## config.mk

```make
export PLATFORM = sky130hd
export DESIGN_NAME = quad_dac_double_buffer_ctrl
export DESIGN_NICKNAME = d
export VERILOG_FILES = /design/src/inc/quad_dac_pkg.sv /design/src/verilog/quad_dac_double_buffer_ctrl.sv /design/src/verilog/sync_two_ff.sv /design/src/verilog/calib_timer.sv
export SDC_FILE = /design/constraint.sdc
export NUM_CORES = 1
export LEC_CHECK = 0
export BUFFER_PORTS_ARGS = -buffer_cell sky130_fd_sc_hd__buf_2
export CAP_MARGIN = 20
export CORE_ASPECT_RATIO = 1.5
export CORE_MARGIN = 8
export CORE_UTILIZATION = 56
export DETAILED_ROUTE_END_ITERATION = 10
export GPL_TIMING_DRIVEN = 0
export PLACE_DENSITY = 0.81
export SLEW_MARGIN = 20
export SYNTH_ARGS = -nofsm -noshare
export SYNTH_HDL_FRONTEND = slang
export SYNTH_HIERARCHICAL = 1
export SYNTH_SLANG_ARGS = --single-unit
export TNS_END_PERCENT = 5
```

## constraint.sdc

```tcl
create_clock -name clk -period 11.5 [get_ports clk]
set_input_delay 3.45 -clock clk [delete_from_list [all_inputs] [get_ports clk]]
set_output_delay 3.45 -clock clk [all_outputs]
set_load 0.02 [all_outputs]
```

## src/inc/quad_dac_pkg.sv

```systemverilog
package quad_dac_pkg;

  // ****************************************************************
  // Sizes and bus layout
  // ****************************************************************
  localparam int NUM_CH = 4;
  localparam int CODE_W_DEF = 12;
  localparam int APB_AW = 8;
  localparam int APB_DW = 32;

  localparam logic [7:0] OFF_CMD = 8'h00;
  localparam logic [7:0] OFF_STATUS = 8'h04;
  localparam logic [7:0] OFF_ACT0 = 8'h10;
  localparam logic [7:0] OFF_PEND0 = 8'h20;

  // ****************************************************************
  // Commands and modes
  // ****************************************************************
  typedef enum logic [3:0] {
    OP_CODE = 4'h0,
    OP_LOAD = 4'h1,
    OP_CODE_LOAD = 4'h2,
    OP_HW_CFG = 4'h3,
    OP_REF = 4'h4,
    OP_SOFT_WIPE = 4'h5,
    OP_SOFT_RESTART = 4'h6,
    OP_POWER = 4'h7
  } cmd_op_e;

  typedef enum logic [1:0] {
    REF_EXT = 2'h0,
    REF_2V048 = 2'h1,
    REF_2V500 = 2'h2,
    REF_4V096 = 2'h3
  } ref_sel_e;

  // The command word: data in bits 27:16, mask in 7:4, opcode in 3:0.
  typedef struct packed {
    logic [3:0] rsvdHi;
    logic [11:0] data;
    logic [7:0] rsvdMid;
    logic [3:0] mask;
    cmd_op_e op;
  } cmd_s;

  typedef struct packed {
    logic [13:0] rsvdHi;
    logic wipe;
    logic cal;
    logic [5:0] rsvdMid;
    ref_sel_e refSel;
    logic [3:0] pwdn;
    logic [3:0] hwEn;
  } status_s;

  // ****************************************************************
  // Reset values and timing
  // ****************************************************************
  localparam logic [3:0] RST_HW_EN = 4'hF;
  localparam logic [3:0] RST_PWDN = 4'h0;
  localparam ref_sel_e RST_REF = REF_EXT;

  localparam int CLK_PERIOD_PS = 8000;
  localparam int CAL_TIME_US = 200;
  localparam int CAL_CYCLES =
    (CAL_TIME_US * 1000000 + CLK_PERIOD_PS - 1) / CLK_PERIOD_PS;

endpackage

```

## src/verilog/quad_dac_double_buffer_ctrl.sv

```systemverilog
`timescale 1ns/10ps
// Contract
// - Four channels, each code 8, 10 or 12 bits wide.
// - Command word routes data to config, one channel or several.
// - Pending register per channel, written by code and code-load.
// - Code-load command writes the active register directly.
// - Load command or hardware strobe copies pending into active.
// - Power-down leaves pending and active registers untouched.
// - Writes and loads still work during power-down.
// - Soft wipe and soft restart zero every pending and active code.
// - Power-on reset sets every active register to zero.
// - Reset and soft restart select the external reference.
// - Software picks internal reference 2.048, 2.500 or 4.096 volts.
// - Low hardware strobe updates all enabled channels together.
// - Held low strobe makes active registers transparent.
// - A config command enables the strobe per channel.
// - Clear input acts asynchronously, independent of commands.
// - Clear zeroes all codes and aborts any command in progress.
// - Commands are ignored during the 200 us power-up calibration.
module quad_dac_double_buffer_ctrl #(
  parameter int CODE_W = quad_dac_pkg::CODE_W_DEF,
  parameter int CAL_CYCLES = quad_dac_pkg::CAL_CYCLES
) (
  input wire logic clk,
  input wire logic rst,
  input wire logic [quad_dac_pkg::APB_AW-1:0] paddr,
  input wire logic psel,
  input wire logic penable,
  input wire logic pwrite,
  input wire logic [quad_dac_pkg::APB_DW-1:0] pwdata,
  output logic [quad_dac_pkg::APB_DW-1:0] prdata,
  output logic pready,
  output logic pslverr,
  input wire logic hwUpdateN,
  input wire logic asyncWipeN,
  output logic [quad_dac_pkg::NUM_CH*CODE_W-1:0] activeCode,
  output logic [quad_dac_pkg::NUM_CH-1:0] powerDown,
  output quad_dac_pkg::ref_sel_e refSel,
  output logic calibrating
);
  import quad_dac_pkg::*;

  // ****************************************************************
  // Types and helpers
  // ****************************************************************
  typedef logic [CODE_W-1:0] code_t;

  typedef enum logic [2:0] {
    ST_CAL = 3'b001,
    ST_RUN = 3'b010,
    ST_WIPE = 3'b100
  } state_e;

  function automatic logic [APB_DW-1:0] widen(input code_t c);
    widen = {{(APB_DW-CODE_W){1'b0}}, c};
  endfunction

  // ****************************************************************
  // Clear and strobe synchronisation
  // ****************************************************************
  logic wipeAsync;
  logic wipeHold;
  logic hwSyncN;
  logic calBusy;

  // The clear pin resets the code registers at once; the synchronised
  // copy keeps commands locked out until its release is clean.
  assign wipeAsync = rst | ~asyncWipeN;

  sync_two_ff #(.RST_VAL(1'b1)) uWipeSync (
    .clk(clk),
    .arst(wipeAsync),
    .d(1'b0),
    .q(wipeHold)
  );

  sync_two_ff #(.RST_VAL(1'b1)) uStrobeSync (
    .clk(clk),
    .arst(rst),
    .d(hwUpdateN),
    .q(hwSyncN)
  );

  calib_timer #(.CYCLES(CAL_CYCLES)) uCal (
    .clk(clk),
    .rst(rst),
    .busy(calBusy)
  );

  // ****************************************************************
  // Control state
  // ****************************************************************
  state_e state_q;
  state_e state_d;

  always_comb begin
    case (state_q)
      ST_CAL: state_d = calBusy ? ST_CAL : ST_RUN;
      ST_RUN: state_d = wipeHold ? ST_WIPE : ST_RUN;
      ST_WIPE: state_d = wipeHold ? ST_WIPE : ST_RUN;
      default: state_d = ST_CAL;
    endcase
  end

  always_ff @(posedge clk or posedge rst) begin
    if (rst) begin
      state_q <= ST_CAL;
    end else begin
      state_q <= state_d;
    end
  end

  // ****************************************************************
  // APB decode
  // ****************************************************************
  cmd_s cmd;
  logic apbAccess;
  logic apbWr;
  logic cmdHit;
  logic statusHit;
  logic actHit;
  logic pendHit;
  logic mapped;
  logic cmdOpen;
  logic cmdFire;
  logic [1:0] rdIdx;

  assign cmd = cmd_s'(pwdata);
  assign apbAccess = psel & penable;
  assign apbWr = apbAccess & pwrite;
  assign cmdHit = paddr == OFF_CMD;
  assign statusHit = paddr == OFF_STATUS;
  assign actHit = paddr[7:4] == OFF_ACT0[7:4] && paddr[1:0] == 2'h0;
  assign pendHit = paddr[7:4] == OFF_PEND0[7:4] && paddr[1:0] == 2'h0;
  assign rdIdx = paddr[3:2];
  assign mapped = pwrite ? cmdHit : (statusHit | actHit | pendHit);
  // Commands are taken only when calibration is over and clear is off.
  assign cmdOpen = state_q == ST_RUN && !wipeHold;
  assign cmdFire = apbWr & cmdHit & cmdOpen;
  assign pready = 1'b1;
  assign pslverr = apbAccess & (~mapped | (pwrite & cmdHit & ~cmdOpen));

  logic opCode;
  logic opLoad;
  logic opCodeLoad;
  logic softZero;
  assign opCode = cmdFire && cmd.op == OP_CODE;
  assign opLoad = cmdFire && cmd.op == OP_LOAD;
  assign opCodeLoad = cmdFire && cmd.op == OP_CODE_LOAD;
  assign softZero = cmdFire &&
    (cmd.op == OP_SOFT_WIPE || cmd.op == OP_SOFT_RESTART);

  // ****************************************************************
  // Configuration
  // ****************************************************************
  logic [NUM_CH-1:0] hwEn_q;
  logic [NUM_CH-1:0] pwdn_q;
  ref_sel_e ref_q;
  logic restart;
  assign restart = cmdFire && cmd.op == OP_SOFT_RESTART;

  always_ff @(posedge clk or posedge rst) begin
    if (rst) begin
      hwEn_q <= RST_HW_EN;
      pwdn_q <= RST_PWDN;
      ref_q <= RST_REF;
    end else if (restart) begin
      hwEn_q <= RST_HW_EN;
      pwdn_q <= RST_PWDN;
      ref_q <= RST_REF;
    end else if (cmdFire && cmd.op == OP_HW_CFG) begin
      hwEn_q <= cmd.mask;
    end else if (cmdFire && cmd.op == OP_POWER) begin
      pwdn_q <= cmd.mask;
    end else if (cmdFire && cmd.op == OP_REF) begin
      ref_q <= ref_sel_e'(cmd.data[1:0]);
    end
  end

  // ****************************************************************
  // Channel code registers
  // ****************************************************************
  code_t pend_q [NUM_CH];
  code_t act_q [NUM_CH];
  code_t pend_d [NUM_CH];
  code_t act_d [NUM_CH];
  logic [NUM_CH-1:0] hwLoad;
  code_t newCode;
  assign newCode = cmd.data[CODE_W-1:0];

  for (genvar ch = 0; ch < NUM_CH; ch++) begin : g_ch
    logic sel;
    assign sel = cmd.mask[ch];
    // Strobe level, not edge: while low the copy repeats every cycle.
    assign hwLoad[ch] = ~hwSyncN & hwEn_q[ch];
    // Power-down state is not consulted, so writes go on during it.
    assign pend_d[ch] = softZero ? '0 :
      (sel & (opCode | opCodeLoad)) ? newCode : pend_q[ch];
    assign act_d[ch] = softZero ? '0 :
      (sel & opCodeLoad) ? newCode :
      ((sel & opLoad) | hwLoad[ch]) ? pend_d[ch] : act_q[ch];

    always_ff @(posedge clk or posedge wipeAsync) begin
      if (wipeAsync) begin
        pend_q[ch] <= '0;
        act_q[ch] <= '0;
      end else begin
        pend_q[ch] <= pend_d[ch];
        act_q[ch] <= act_d[ch];
      end
    end

    assign activeCode[ch*CODE_W +: CODE_W] = act_q[ch];
  end

  // ****************************************************************
  // Read data and outputs
  // ****************************************************************
  status_s status;
  logic [APB_DW-1:0] rdMux;
  always_comb begin
    status = '0;
    status.hwEn = hwEn_q;
    status.pwdn = pwdn_q;
    status.refSel = ref_q;
    status.cal = calBusy;
    status.wipe = wipeHold;
  end

  assign rdMux = statusHit ? APB_DW'(status) :
    actHit ? widen(act_q[rdIdx]) :
    pendHit ? widen(pend_q[rdIdx]) : '0;

  // Captured in the setup phase so prdata is a flop and pready stays 1.
  always_ff @(posedge clk or posedge rst) begin
    if (rst) begin
      prdata <= '0;
    end else if (psel & ~penable & ~pwrite) begin
      prdata <= rdMux;
    end
  end

  assign powerDown = pwdn_q;
  assign refSel = ref_q;
  assign calibrating = calBusy;
endmodule

```

## src/verilog/sync_two_ff.sv

```systemverilog
`timescale 1ns/10ps
module sync_two_ff #(
  parameter logic RST_VAL = 1'b0
) (
  input wire logic clk,
  input wire logic arst,
  input wire logic d,
  output logic q
);

  logic meta_q;

  // Only the second stage is read; the first may be metastable.
  always_ff @(posedge clk or posedge arst) begin
    if (arst) begin
      meta_q <= RST_VAL;
      q <= RST_VAL;
    end else begin
      meta_q <= d;
      q <= meta_q;
    end
  end

endmodule

```

## src/verilog/calib_timer.sv

```systemverilog
`timescale 1ns/10ps
module calib_timer #(
  parameter int CYCLES = 25000
) (
  input wire logic clk,
  input wire logic rst,
  output logic busy
);

  localparam int CW = $clog2(CYCLES + 1);
  localparam logic [CW-1:0] START = CW'(CYCLES);

  logic [CW-1:0] count_q;
  logic busy_q;

  // The busy flag is a flop of its own so the output never glitches on
  // a count decode; it drops at the same edge at which the count ends.
  always_ff @(posedge clk or posedge rst) begin
    if (rst) begin
      count_q <= START;
      busy_q <= 1'b1;
    end else begin
      count_q <= (count_q != '0) ? count_q - CW'(1) : count_q;
      busy_q <= count_q > CW'(1);
    end
  end

  assign busy = busy_q;

endmodule

```

* Word level (Yosys, flattened, before mapping)
Cells that the tools add are included.
** Word-level totals
- Logic and storage cells :: 147
- Register bits after elaboration :: 161
** Cells by class
- $add $sub $neg :: 1
- $lt $le $gt $ge :: 2
- Equality and inequality tests :: 15
- Bitwise operators :: 41
- Reductions and logical operators :: 27
- Muxes and demuxes :: 42
** Operators with widths (count)
- 2-to-1 mux 12 bit :: 26
- binary-select mux 12 bit (select 2 bit) :: 2
- AND 1 bit :: 25
- 2-to-1 mux 4 bit :: 5
- 2-to-1 mux 18 bit :: 1
- == test 4 x 3 -> 1 bit (second input constant) :: 4
- > comparator 15 x 1 -> 1 bit (second input constant) :: 1
- nonzero test 15 bit :: 1
- subtractor 15 x 1 -> 15 bit (second input constant) :: 1
- == test 4 x 2 -> 1 bit (second input constant) :: 3
- nonzero test 3 bit :: 4
- logical AND 1 bit :: 11
- 2-to-1 mux 2 bit :: 5
- bitwise OR 1 bit :: 9
- == test 4 x 1 -> 1 bit (second input constant) :: 2
- == test 8 x 3 -> 1 bit (second input constant) :: 1
- zero test 8 bit :: 1
- NOT 1 bit :: 6
- case mux 3 bit (2 select lines) :: 1
- nonzero test 2 bit :: 3
- zero test 4 bit :: 1
- != test 2 bit (second input constant) :: 2
- == test 3 x 1 -> 1 bit (second input constant) :: 1
- == test 3 x 2 -> 1 bit (second input constant) :: 1
- other kinds (11) :: 11

* Depth between registers and ports, before layout
Gate-level depths: netlist (run 1).
- Depth in word-level cells :: 12
- Depth in mapped cells :: 8
- Depth with buffers taken out :: 6

* Hierarchy
The synthesis (run 1) kept the hierarchy.
** By module, submodules not included
- quad_dac_double_buffer_ctrl :: cells an instance 521, times used 1, sequential area each 3084.2 um^2, area an instance 6189.7 um^2
- calib_timer :: cells an instance 70, times used 1, sequential area each 409.1 um^2, area an instance 787.0 um^2
- sync_two_ff :: cells an instance 3, times used 2, sequential area each 52.6 um^2, area an instance 56.3 um^2

* Worst setup path after synthesis (run 1)
No wires, ideal clock.
- Kind :: input port to output port
- Start point :: input port paddr[1] (netlist name)
- End point :: output port pslverr
- Path slack :: 3.323 ns
- Stages on the path :: 5
- Arrival :: 4.727 ns
- Data required time :: 8.050 ns
- Path buffers :: 1
- Path through :: nor4_2 > nor3b_1 > buf_2 > nor2_1 > o2111a_1
** Between the ends
- Cells in the longest elaborated chain, start to end :: 8
- Elaborated cells on any way between the ends :: 13
- Those cells by class :: eq/ne: 1; mux: 1; bitwise: 7; reduce/logical: 4
** Ends and longest elaborated chain
- from (decl) :: line quad_dac_double_buffer_ctrl.sv:26 : input wire logic [quad_dac_pkg::APB_AW-1:0] paddr,
- parallel branches: the longest is 6 deep, another holds == test 8 x 3 -> 1 bit
- bitwise OR 1 bit * :: line quad_dac_double_buffer_ctrl.sv:141 : assign pslverr = apbAccess & (~mapped | (pwrite & cmdHit & ~cmdOpen));
- AND 1 bit * :: line quad_dac_double_buffer_ctrl.sv:141
- to (decl) :: line quad_dac_double_buffer_ctrl.sv:33 : output logic pslverr,
Every way passes the cells marked *.

* Final worst setup path (run 1)
Ends and elaborated chain as after synthesis.

==> results by group, run 1 <==
Yosys
  • Yosys reg bits: 143
  • Number of distinct library cell variants in the gate-level netlist after synthesis: 57
  • Part of the Yosys area used for sequential elements: 0.508
  • Most frequently used flop master after synthesis: dfrtp_1
  • Mean instance size in the synthesized netlist: 11.9 sq um
  • Number of synthesized flops with an enable pin: 0
  • Total standard cell area after synthesis: 7090 sq um
  • Share of synthesized flip-flops with an asynchronous set or reset: 1.00
  • Post-Syn Instances: 597
  • Synthesis warning total: 6

Route
  • Average vias per placed instance: 6.27
  • Starting DRT DRC Count: 518
  • Final wirelength: 21,000 um
  • First drt pass iteration count: 5
  • Average routed wire per standard cell: 23.2 um
  • DR DRC count: 0
  • DRT antenna net count: 0
  • Count of vias placed by the detailed router: 5,687

Final layout
  • Net total in the final layout: 787
  • Most common library cell in the layout ignoring fill and taps: dfrtp_1
  • Fraction of final layout cells sized beyond drive strength 1: 0.328
  • Antenna Diode Count: 0
  • Core occupancy in the finished layout: 0.687
  • Most frequent cells in the layout: dfrtp_1 (127), buf_2 (111), mux2i_1 (59)
  • Final cell area excluding filler cells: 8550 sq um
  • Synthesis-to-layout area growth: 20.6%

Timing
  • Final number of max-transition violations: 0
  • Achievable Freq: 0.112 GHz
  • Final setup violation count: 0
  • Slew of the pin with the lowest slew margin: 0.919 ns
  • Final period util: 0.775
  • TNS Setup: 0 ns
  • Minimum hold slack: 0.358 ns
  • Setup repair after global routing missed its margin: false
  • Final hold violation count: 0
  • Final Skew: 0.00828 ns
  • Shortest clock period the worst path allows after layout: 8.92 ns
  • Slew HR: 0.384

Setup path
  • Arrival time at the worst endpoint: 5.47 ns
  • Setup crit start kind: input pin
  • Worst Setup Path Type: input pin to primary output
  • Largest fanout of any net on the critical path: 10
  • Worst EP required: 8.05 ns
  • Longest individual stage delay on the worst path: 0.59 ns
  • Most frequent cell on the critical path: buf_2
  • CP max stage cell: nor3b_1
  • Endpoint class of the critical path: primary output
  • CP cell instances: buf_2 -> nor4_2 -> nor3b_1 -> buf_2 -> nor2_1 -> o2111a_1 -> buf_2

Global route
  • Largest net degree at the start of global routing: 28
  • Wire length of the first global-routing pass: 33,100 um
  • Vias in the first global route: 6,185
  • Global-route total usage across every layer: 0.259
  • GRT Residual Overflow: 0
  • Number of antenna violations at the first check in global routing: 0

Place
  • Area of placed instances: 7930 sq um
  • DP Wirelength: 15,300 um
  • Final RePlAce weighted congestion: 0.920
  • Port Buffers: 101

CTS
  • Clock tree buffer depth: 2
  • Level count of the clock H-tree: 4
  • Number of CTS-inserted buffers: 17
  • CTS tree: built
  • Number of sinks driven by the clock tree: 143
  • Clk Latency, worst-skew pair: 0.43 ns
  • Post-cts repair resize count: 0
  • Post-CTS Setup Bufs: 0
  • Root Buffer: clkbuf_16
  • # hold bufs at CTS: 0
  • Clock transition at path regs: 0.06 ns

Job
  • Number of maximum-capacitance constraint violations: 0

Status
  • Run status: finished clean

Pwr
  • Max VDD drop: 0.106 mV
  • Pleak: 0.00446 uW
  • Power density over the cells: 143 nW/um^2
  • Total design power: 1220 uW

Floorplanning
  • Die Width: 108 um
  • DIE AREA: 16,600 sq um
  • Initial standard-cell utilization of the core: 0.569
  • Core outline area: 12,400 sq um
  • Top-level I/O count: 136
  • DIE HEIGHT: 154 um
  • Row count: 50

Worst hold path
  • Classification of the worst-slack hold path: register to register
-- layer usage --
metal | GRT usage | vias up | share of wire
met1 | 0.281 | 2866 | 0.35
met2 | 0.451 | 321 | 0.53
li1 | - | 2427 | -
met5 | 0 | - | 0
met4 | 0.131 | 0 | 0.041
met3 | 0.0636 | 73 | 0.080
-- metrics by stage --
step / setup WS, ns / instances
5_1_grt: 2.54 / 907
4_1_cts: 2.61 / 907
2_1_floorplan: 2.00 / 615
3_5_place_dp: 2.66 / 875
6_report: 2.58 / 907
3_3_place_gp: -0.108 / 872
-- logic make-up (layout without fill, tap and decap cells) --
group	after synthesis	in the layout	synth area share
other cells	2	20	0.00106
compound gates	125	125	0.145
buf+inv	79	215	0.0674
mux	76	76	0.133
flops	143	143	0.508
xor+xnor	10	10	0.0124
simple gates	160	160	0.131
fa+ha+maj	2	2	0.00353
-- state kept, by name (all words and copies together) (netlist names) --
| register | flops |
|---|---|
| refSel | 2 |
| uStrobeSync/q | 1 |
| uCal/busy | 1 |
| state_q | 3 |
| powerDown | 4 |
| uCal/count_q | 15 |
| uWipeSync/q | 1 |
| uWipeSync/meta_q | 1 |
| hwEn_q | 4 |
| pend_q | 48 |
| uStrobeSync/meta_q | 1 |
| activeCode | 48 |
| prdata | 14 |
-- worst paths after layout --
path,cells after the start,start,slack (ns),end
worst min register to register,0,uWipeSync/meta_q,0.36,uWipeSync/q
max in group asynchronous,4,rst,7.49,pend_q[25]
worst min-delay path,0,uWipeSync/meta_q,0.36,uWipeSync/q
worst max-delay path,7,paddr[1],2.58,pslverr
min in group asynchronous,2,rst,3.12,uStrobeSync/meta_q
worst max register to register,7,state_q[2],9.22,activeCode[20]
-- report_power, final --
group / switching (uW) / total, uW / internal [uW] / leakage [uW]
combinational: 61.4 / 102 / 40.6 / 0.00227
clock: 222 / 589 / 368 / 0.000290
sequential: 10.0 / 528 / 518 / 0.00190
total: 293 / 1220 / 926 / 0.00446
-- critical path, delay by kind of cell --
family | cells | cell delay [ns]
simple gates | 3 | 1.13
buf+inv | 3 | 0.65
compound gates | 1 | 0.24
-- final cells by class --
cell class | instances | area [sq um]
Buffer | 58 | 399
Clock buffer | 18 | 439
Clock inverter | 14 | 189
Fill cell | 899 | 3900
Inverter | 21 | 78.8
Multi-Input combinational cell | 393 | 3090
Sequential cell | 143 | 3600
Tap cell | 156 | 195
Timing Repair Buffer | 104 | 566
-- cell usage after synthesis (6+ instances only) --
cell	count	area share
inv_1	21	0.011
dfrtp_1	127	0.45
clkbuf_1	10	0.0053
xor2_1	6	0.0074
o221a_2	10	0.016
o2bb2ai_1	58	0.072
nand2_1	37	0.020
o211ai_1	10	0.011
nor2_1	53	0.028
buf_4	27	0.029
a22oi_1	10	0.011
mux2i_1	59	0.083
o22ai_1	6	0.0053
nand2b_1	11	0.0097
dfstp_2	16	0.059
buf_6	9	0.014
buf_2	10	0.0071
mux4_2	14	0.044
o21ai_0	9	0.0064
nand3_1	8	0.0056
Power figures use the tool's default switching activity.
==> run 2: changes to the inputs <==
--- a/config.mk
+++ b/config.mk
@@ -9,10 +9,10 @@
 export CAP_MARGIN = 20
 export CORE_ASPECT_RATIO = 1.5
 export CORE_MARGIN = 8
-export CORE_UTILIZATION = 56
+export CORE_UTILIZATION = 50
 export DETAILED_ROUTE_END_ITERATION = 10
 export GPL_TIMING_DRIVEN = 0
-export PLACE_DENSITY = 0.81
+export PLACE_DENSITY = 0.76
 export SLEW_MARGIN = 20
 export SYNTH_ARGS = -nofsm -noshare
 export SYNTH_HDL_FRONTEND = slang
==> constraint.sdc (replaced) <==
create_clock -name clk -period 7.35 [get_ports clk]
set_input_delay 2.205 -clock clk [delete_from_list [all_inputs] [get_ports clk]]
set_output_delay 2.205 -clock clk [all_outputs]
set_load 0.02 [all_outputs]
==> results by group, run 2 (synthesis results as in run 1) <==
Status
  • Run status: finished clean

Timing
  • Slew of the pin with the lowest slew margin: 0.940 ns
  • Setup repair after global routing missed its margin: false
  • TNS Setup: 0 ns
  • Shortest clock period the worst path allows after layout: 6.48 ns
  • Achievable Freq: 0.154 GHz
  • Final number of max-transition violations: 0
  • Final hold violation count: 0
  • Final period util: 0.882
  • Final setup violation count: 0
  • Minimum setup slack in the final design: 0.867 ns
  • Final Skew: 0.00774 ns
  • Slew HR: 0.370

Setup path
  • Arrival time at the worst endpoint: 4.28 ns
  • Launch instance of the worst register-to-register path: state_q[2]
  • Worst EP required: 5.14 ns
  • Startpoint of the worst setup timing path: paddr[1]
  • Endpoint class of the critical path: primary output
  • Setup crit start kind: input pin
  • Largest fanout of any net on the critical path: 10
  • R2r setup slk: 5.13 ns
  • Worst Setup Path Type: input pin to primary output

Route
  • Starting DRT DRC Count: 367
  • DR DRC count: 0
  • Average vias per placed instance: 6.14
  • First drt pass iteration count: 5
  • Average routed wire per standard cell: 23.0 um
  • DRT antenna net count: 0
  • Count of vias placed by the detailed router: 5,647
  • Final wirelength: 21,200 um

Final layout
  • Fraction of final layout cells sized beyond drive strength 1: 0.326
  • Synthesis-to-layout area growth: 21.5%
  • Net total in the final layout: 788
  • Most frequent cells in the layout: dfrtp_1 (127), buf_2 (111), mux2i_1 (59)
  • Most common library cell in the layout ignoring fill and taps: dfrtp_1

Floorplanning
  • Row count: 53
  • Initial standard-cell utilization of the core: 0.509
  • Die Width: 113 um
  • DIE AREA: 18,300 sq um
  • Top-level I/O count: 136
  • DIE HEIGHT: 162 um
  • Core outline area: 13,900 sq um

Pwr
  • Total design power: 1910 uW
  • Power density over the cells: 222 nW/um^2
  • Pleak: 0.00448 uW
  • Max VDD drop: 0.164 mV

CTS
  • Clock tree buffer depth: 2
  • Number of sinks driven by the clock tree: 143
  • Clock transition at path regs: 0.06 ns
  • CTS tree: built
  • Number of CTS-inserted buffers: 17
  • Post-CTS Setup Bufs: 0
  • Post-cts repair resize count: 0
  • Level count of the clock H-tree: 4
  • Root Buffer: clkbuf_16
  • Clk Latency, worst-skew pair: 0.43 ns
  • # hold bufs at CTS: 0

Global route
  • Largest net degree at the start of global routing: 30
  • Wire length of the first global-routing pass: 33,200 um
  • GRT Residual Overflow: 0
  • Global-route total usage across every layer: 0.235
  • Number of antenna violations at the first check in global routing: 4
  • Vias in the first global route: 6,050

Worst hold path
  • Classification of the worst-slack hold path: register to register
  • Startpoint of the most critical hold path: uStrobeSync/meta_q

Place
  • Final RePlAce weighted congestion: 0.858
  • Port Buffers: 101
  • DP Wirelength: 15,100 um
  • Setup WS pre-CTS: 0.889 ns

Job
  • Number of maximum-capacitance constraint violations: 0
-- run 2: cell count changes in the layout (fill, tap and decap cells not counted), sizes merged --
cell,change
buf,+1
clkbuf,+3
clkinvlp,-2
diode,+3
inv,-1
-- run 2: path summary, 6_finish.rpt --
path / to / depth (start not counted)
worst max-delay path: pslverr / 7
worst min-delay path: uStrobeSync/q / 0
worst max register to register: activeCode[11] / 7
worst min register to register: uStrobeSync/q / 0
max in group asynchronous: activeCode[23] / 5
min in group asynchronous: uStrobeSync/meta_q / 2
-- run 2: layout make-up --
class	instances	area [sq um]
clock buffers	21	460
clock inverters	11	165
plain buffers	58	399
flip-flops and latches	143	3600
fillers	1095	5310
multi-input cells	393	3090
inverters	21	78.8
repair buffers	105	608
diodes	3	7.51
well taps	165	206
-- run 2: critical path, stage by stage --
cell      delay [ns]
buf_2           0.10
nor4_2          0.44
nor3b_1         0.60
buf_2           0.39
nor2_1          0.12
o2111a_1        0.26
buf_2           0.16
-- run 2: report_power, final --
part | internal (uW) | switching [uW] | total, uW
Combinational | 65.9 | 98.5 | 164
Sequential | 810 | 16.2 | 826
Clock | 584 | 338 | 922
-- run 2: through the flow --
step | hold slack, ns | std cells | cell area, sq um | util
5_1_grt | 0.353 | 920 | 8610 | 0.618
3_3_place_gp | 0.348 | 881 | 7870 | 0.565
3_5_place_dp | 0.347 | 885 | 7980 | 0.573
2_1_floorplan | 0.345 | 615 | 7160 | -
4_1_cts | 0.354 | 917 | 8600 | 0.618
6_report | 0.355 | 920 | 8610 | 0.618
-- run 2: layer usage --
layer	part of all wire	track usage	wire length, um	vias up
li1	-	-	-	2443
met1	0.38	0.268	8020	2824
met2	0.50	0.386	10500	306
met3	0.084	0.0732	1790	74
met4	0.040	0.125	850	0
met5	0	0	0	-
==> run 3: changes to the inputs <==
--- a/config.mk
+++ b/config.mk
@@ -13,6 +13,7 @@
 export DETAILED_ROUTE_END_ITERATION = 10
 export GPL_TIMING_DRIVEN = 0
 export PLACE_DENSITY = 0.76
+export REMOVE_ABC_BUFFERS = 1
 export SLEW_MARGIN = 20
 export SYNTH_ARGS = -nofsm -noshare
 export SYNTH_HDL_FRONTEND = slang
==> results by group, run 3 (synthesis results as in run 1) <==
Setup path
  • Setup crit start kind: input pin
  • End point of the critical path: pslverr
  • Worst r2r path cells: 5
  • Reg2Reg Capture Point: activeCode[14]
  • Startpoint of the worst setup timing path: paddr[2]
  • Worst Setup Path Type: input pin to primary output
  • Endpoint class of the critical path: primary output
  • Worst EP required: 5.14 ns
  • Launch instance of the worst register-to-register path: state_q[2]
  • Arrival time at the worst endpoint: 4.55 ns
  • R2r setup slk: 4.68 ns
  • Largest fanout of any net on the critical path: 28

Pwr
  • Max VDD drop: 0.119 mV
  • Pleak: 0.00427 uW
  • Power density over the cells: 219 nW/um^2

CTS
  • Level count of the clock H-tree: 4
  • # hold bufs at CTS: 0
  • Number of CTS-inserted buffers: 17
  • Clk Latency, worst-skew pair: 0.43 ns
  • Root Buffer: clkbuf_16
  • CTS tree: built
  • Post-CTS Setup Bufs: 0
  • Post-cts repair resize count: 0
  • Number of sinks driven by the clock tree: 143
  • Clock transition at path regs: 0.07 ns
  • Clock tree buffer depth: 2

Floorplanning
  • DIE HEIGHT: 162 um
  • Initial standard-cell utilization of the core: 0.509
  • DIE AREA: 18,300 sq um
  • Die Width: 113 um
  • Core outline area: 13,900 sq um
  • Row count: 53
  • Top-level I/O count: 136

Global route
  • Vias in the first global route: 5,623
  • Global-route total usage across every layer: 0.222
  • GRT Residual Overflow: 0
  • Largest net degree at the start of global routing: 40
  • Number of antenna violations at the first check in global routing: 2
  • Wire length of the first global-routing pass: 31,100 um

Route
  • First drt pass iteration count: 5
  • DRT antenna net count: 0
  • Count of vias placed by the detailed router: 5,365
  • Average routed wire per standard cell: 22.6 um
  • Final wirelength: 19,700 um
  • DR DRC count: 0
  • Starting DRT DRC Count: 452
  • Average vias per placed instance: 6.17

Timing
  • Achievable Freq: 0.148 GHz
  • Final number of max-transition violations: 0
  • Setup repair after global routing missed its margin: false
  • Shortest clock period the worst path allows after layout: 6.75 ns
  • Final period util: 0.919
  • Minimum hold slack: 0.355 ns
  • Final Skew: 0.00877 ns
  • TNS Setup: 0 ns
  • Slew of the pin with the lowest slew margin: 1.10 ns
  • Slew HR: 0.265
  • Final hold violation count: 0
  • Final setup violation count: 0

Place
  • Final RePlAce weighted congestion: 0.844
  • DP Wirelength: 13,700 um
  • Count of placed standard cells including taps: 836
  • Area of placed instances: 7680 sq um
  • Port Buffers: 104

Final layout
  • Fraction of final layout cells sized beyond drive strength 1: 0.309
  • Most frequent cells in the layout: dfrtp_1 (127), buf_2 (104), mux2i_1 (59)
  • Final cell area excluding filler cells: 8250 sq um
  • Number of standard cells in the layout, taps in and fillers out: 870
  • Most common library cell in the layout ignoring fill and taps: dfrtp_1
  • Synthesis-to-layout area growth: 16.4%
  • Net total in the final layout: 739
  • Number of fill cells in the layout: 1,126

Worst hold path
  • Classification of the worst-slack hold path: register to register

Status
  • Run status: finished clean

Job
  • Number of maximum-capacitance constraint violations: 0
## run 3: cell type report
type | instances | area [sq um] | share of cell area
Antenna cell | 2 | 5.00 | 0.000607
Multi-Input combinational cell | 393 | 3130 | 0.379
Clock inverter | 15 | 141 | 0.0171
Sequential cell | 143 | 3600 | 0.436
Clock buffer | 17 | 425 | 0.0516
Inverter | 21 | 78.8 | 0.00956
Tap cell | 165 | 206 | 0.0250
Timing Repair Buffer | 114 | 668 | 0.0810
## run 3: worst min-delay path by stage
stage	from	to	cells after the start
after floorplan	uStrobeSync/meta_q	uStrobeSync/q	0
after global placement	uWipeSync/meta_q	uWipeSync/q	0
after detailed placement	uStrobeSync/meta_q	uStrobeSync/q	0
after CTS	uStrobeSync/meta_q	uStrobeSync/q	0
after global routing	uStrobeSync/meta_q	uStrobeSync/q	0
final	uStrobeSync/meta_q	uStrobeSync/q	0
## run 3: where the power goes
group	internal [uW]	leakage (uW)	switching (uW)
logic	56.3	0.00209	91.7
clock network	450	0.000275	383
registers	810	0.00190	16.8
## run 3: per-stage QoR
| step | total power [uW] | setup WS, ns | utilization |
|---|---|---|---|
| floorplan | 926 | -0.904 | - |
| global placement | 976 | -3.09 | 0.537 |
| detailed placement | 990 | 0.632 | 0.551 |
| CTS | 1820 | 0.603 | 0.592 |
| global route | 1870 | 0.500 | 0.592 |
| finish | 1810 | 0.595 | 0.592 |
## run 3: metal layers
metal / vias up / wire length, um / track usage
li1: 2338 / - / -
met1: 2709 / 7480 / 0.256
met2: 259 / 9940 / 0.367
met3: 59 / 1660 / 0.0669
met4: 0 / 614 / 0.113
met5: - / 0 / 0
## run 3: critical path: stages
cell and delay (ns):
buf_2 0.65, nor2b_1 0.95, nor2_1 0.09, nor2_1 0.13
nor2_1 0.08, o2111a_1 0.27, buf_2 0.16
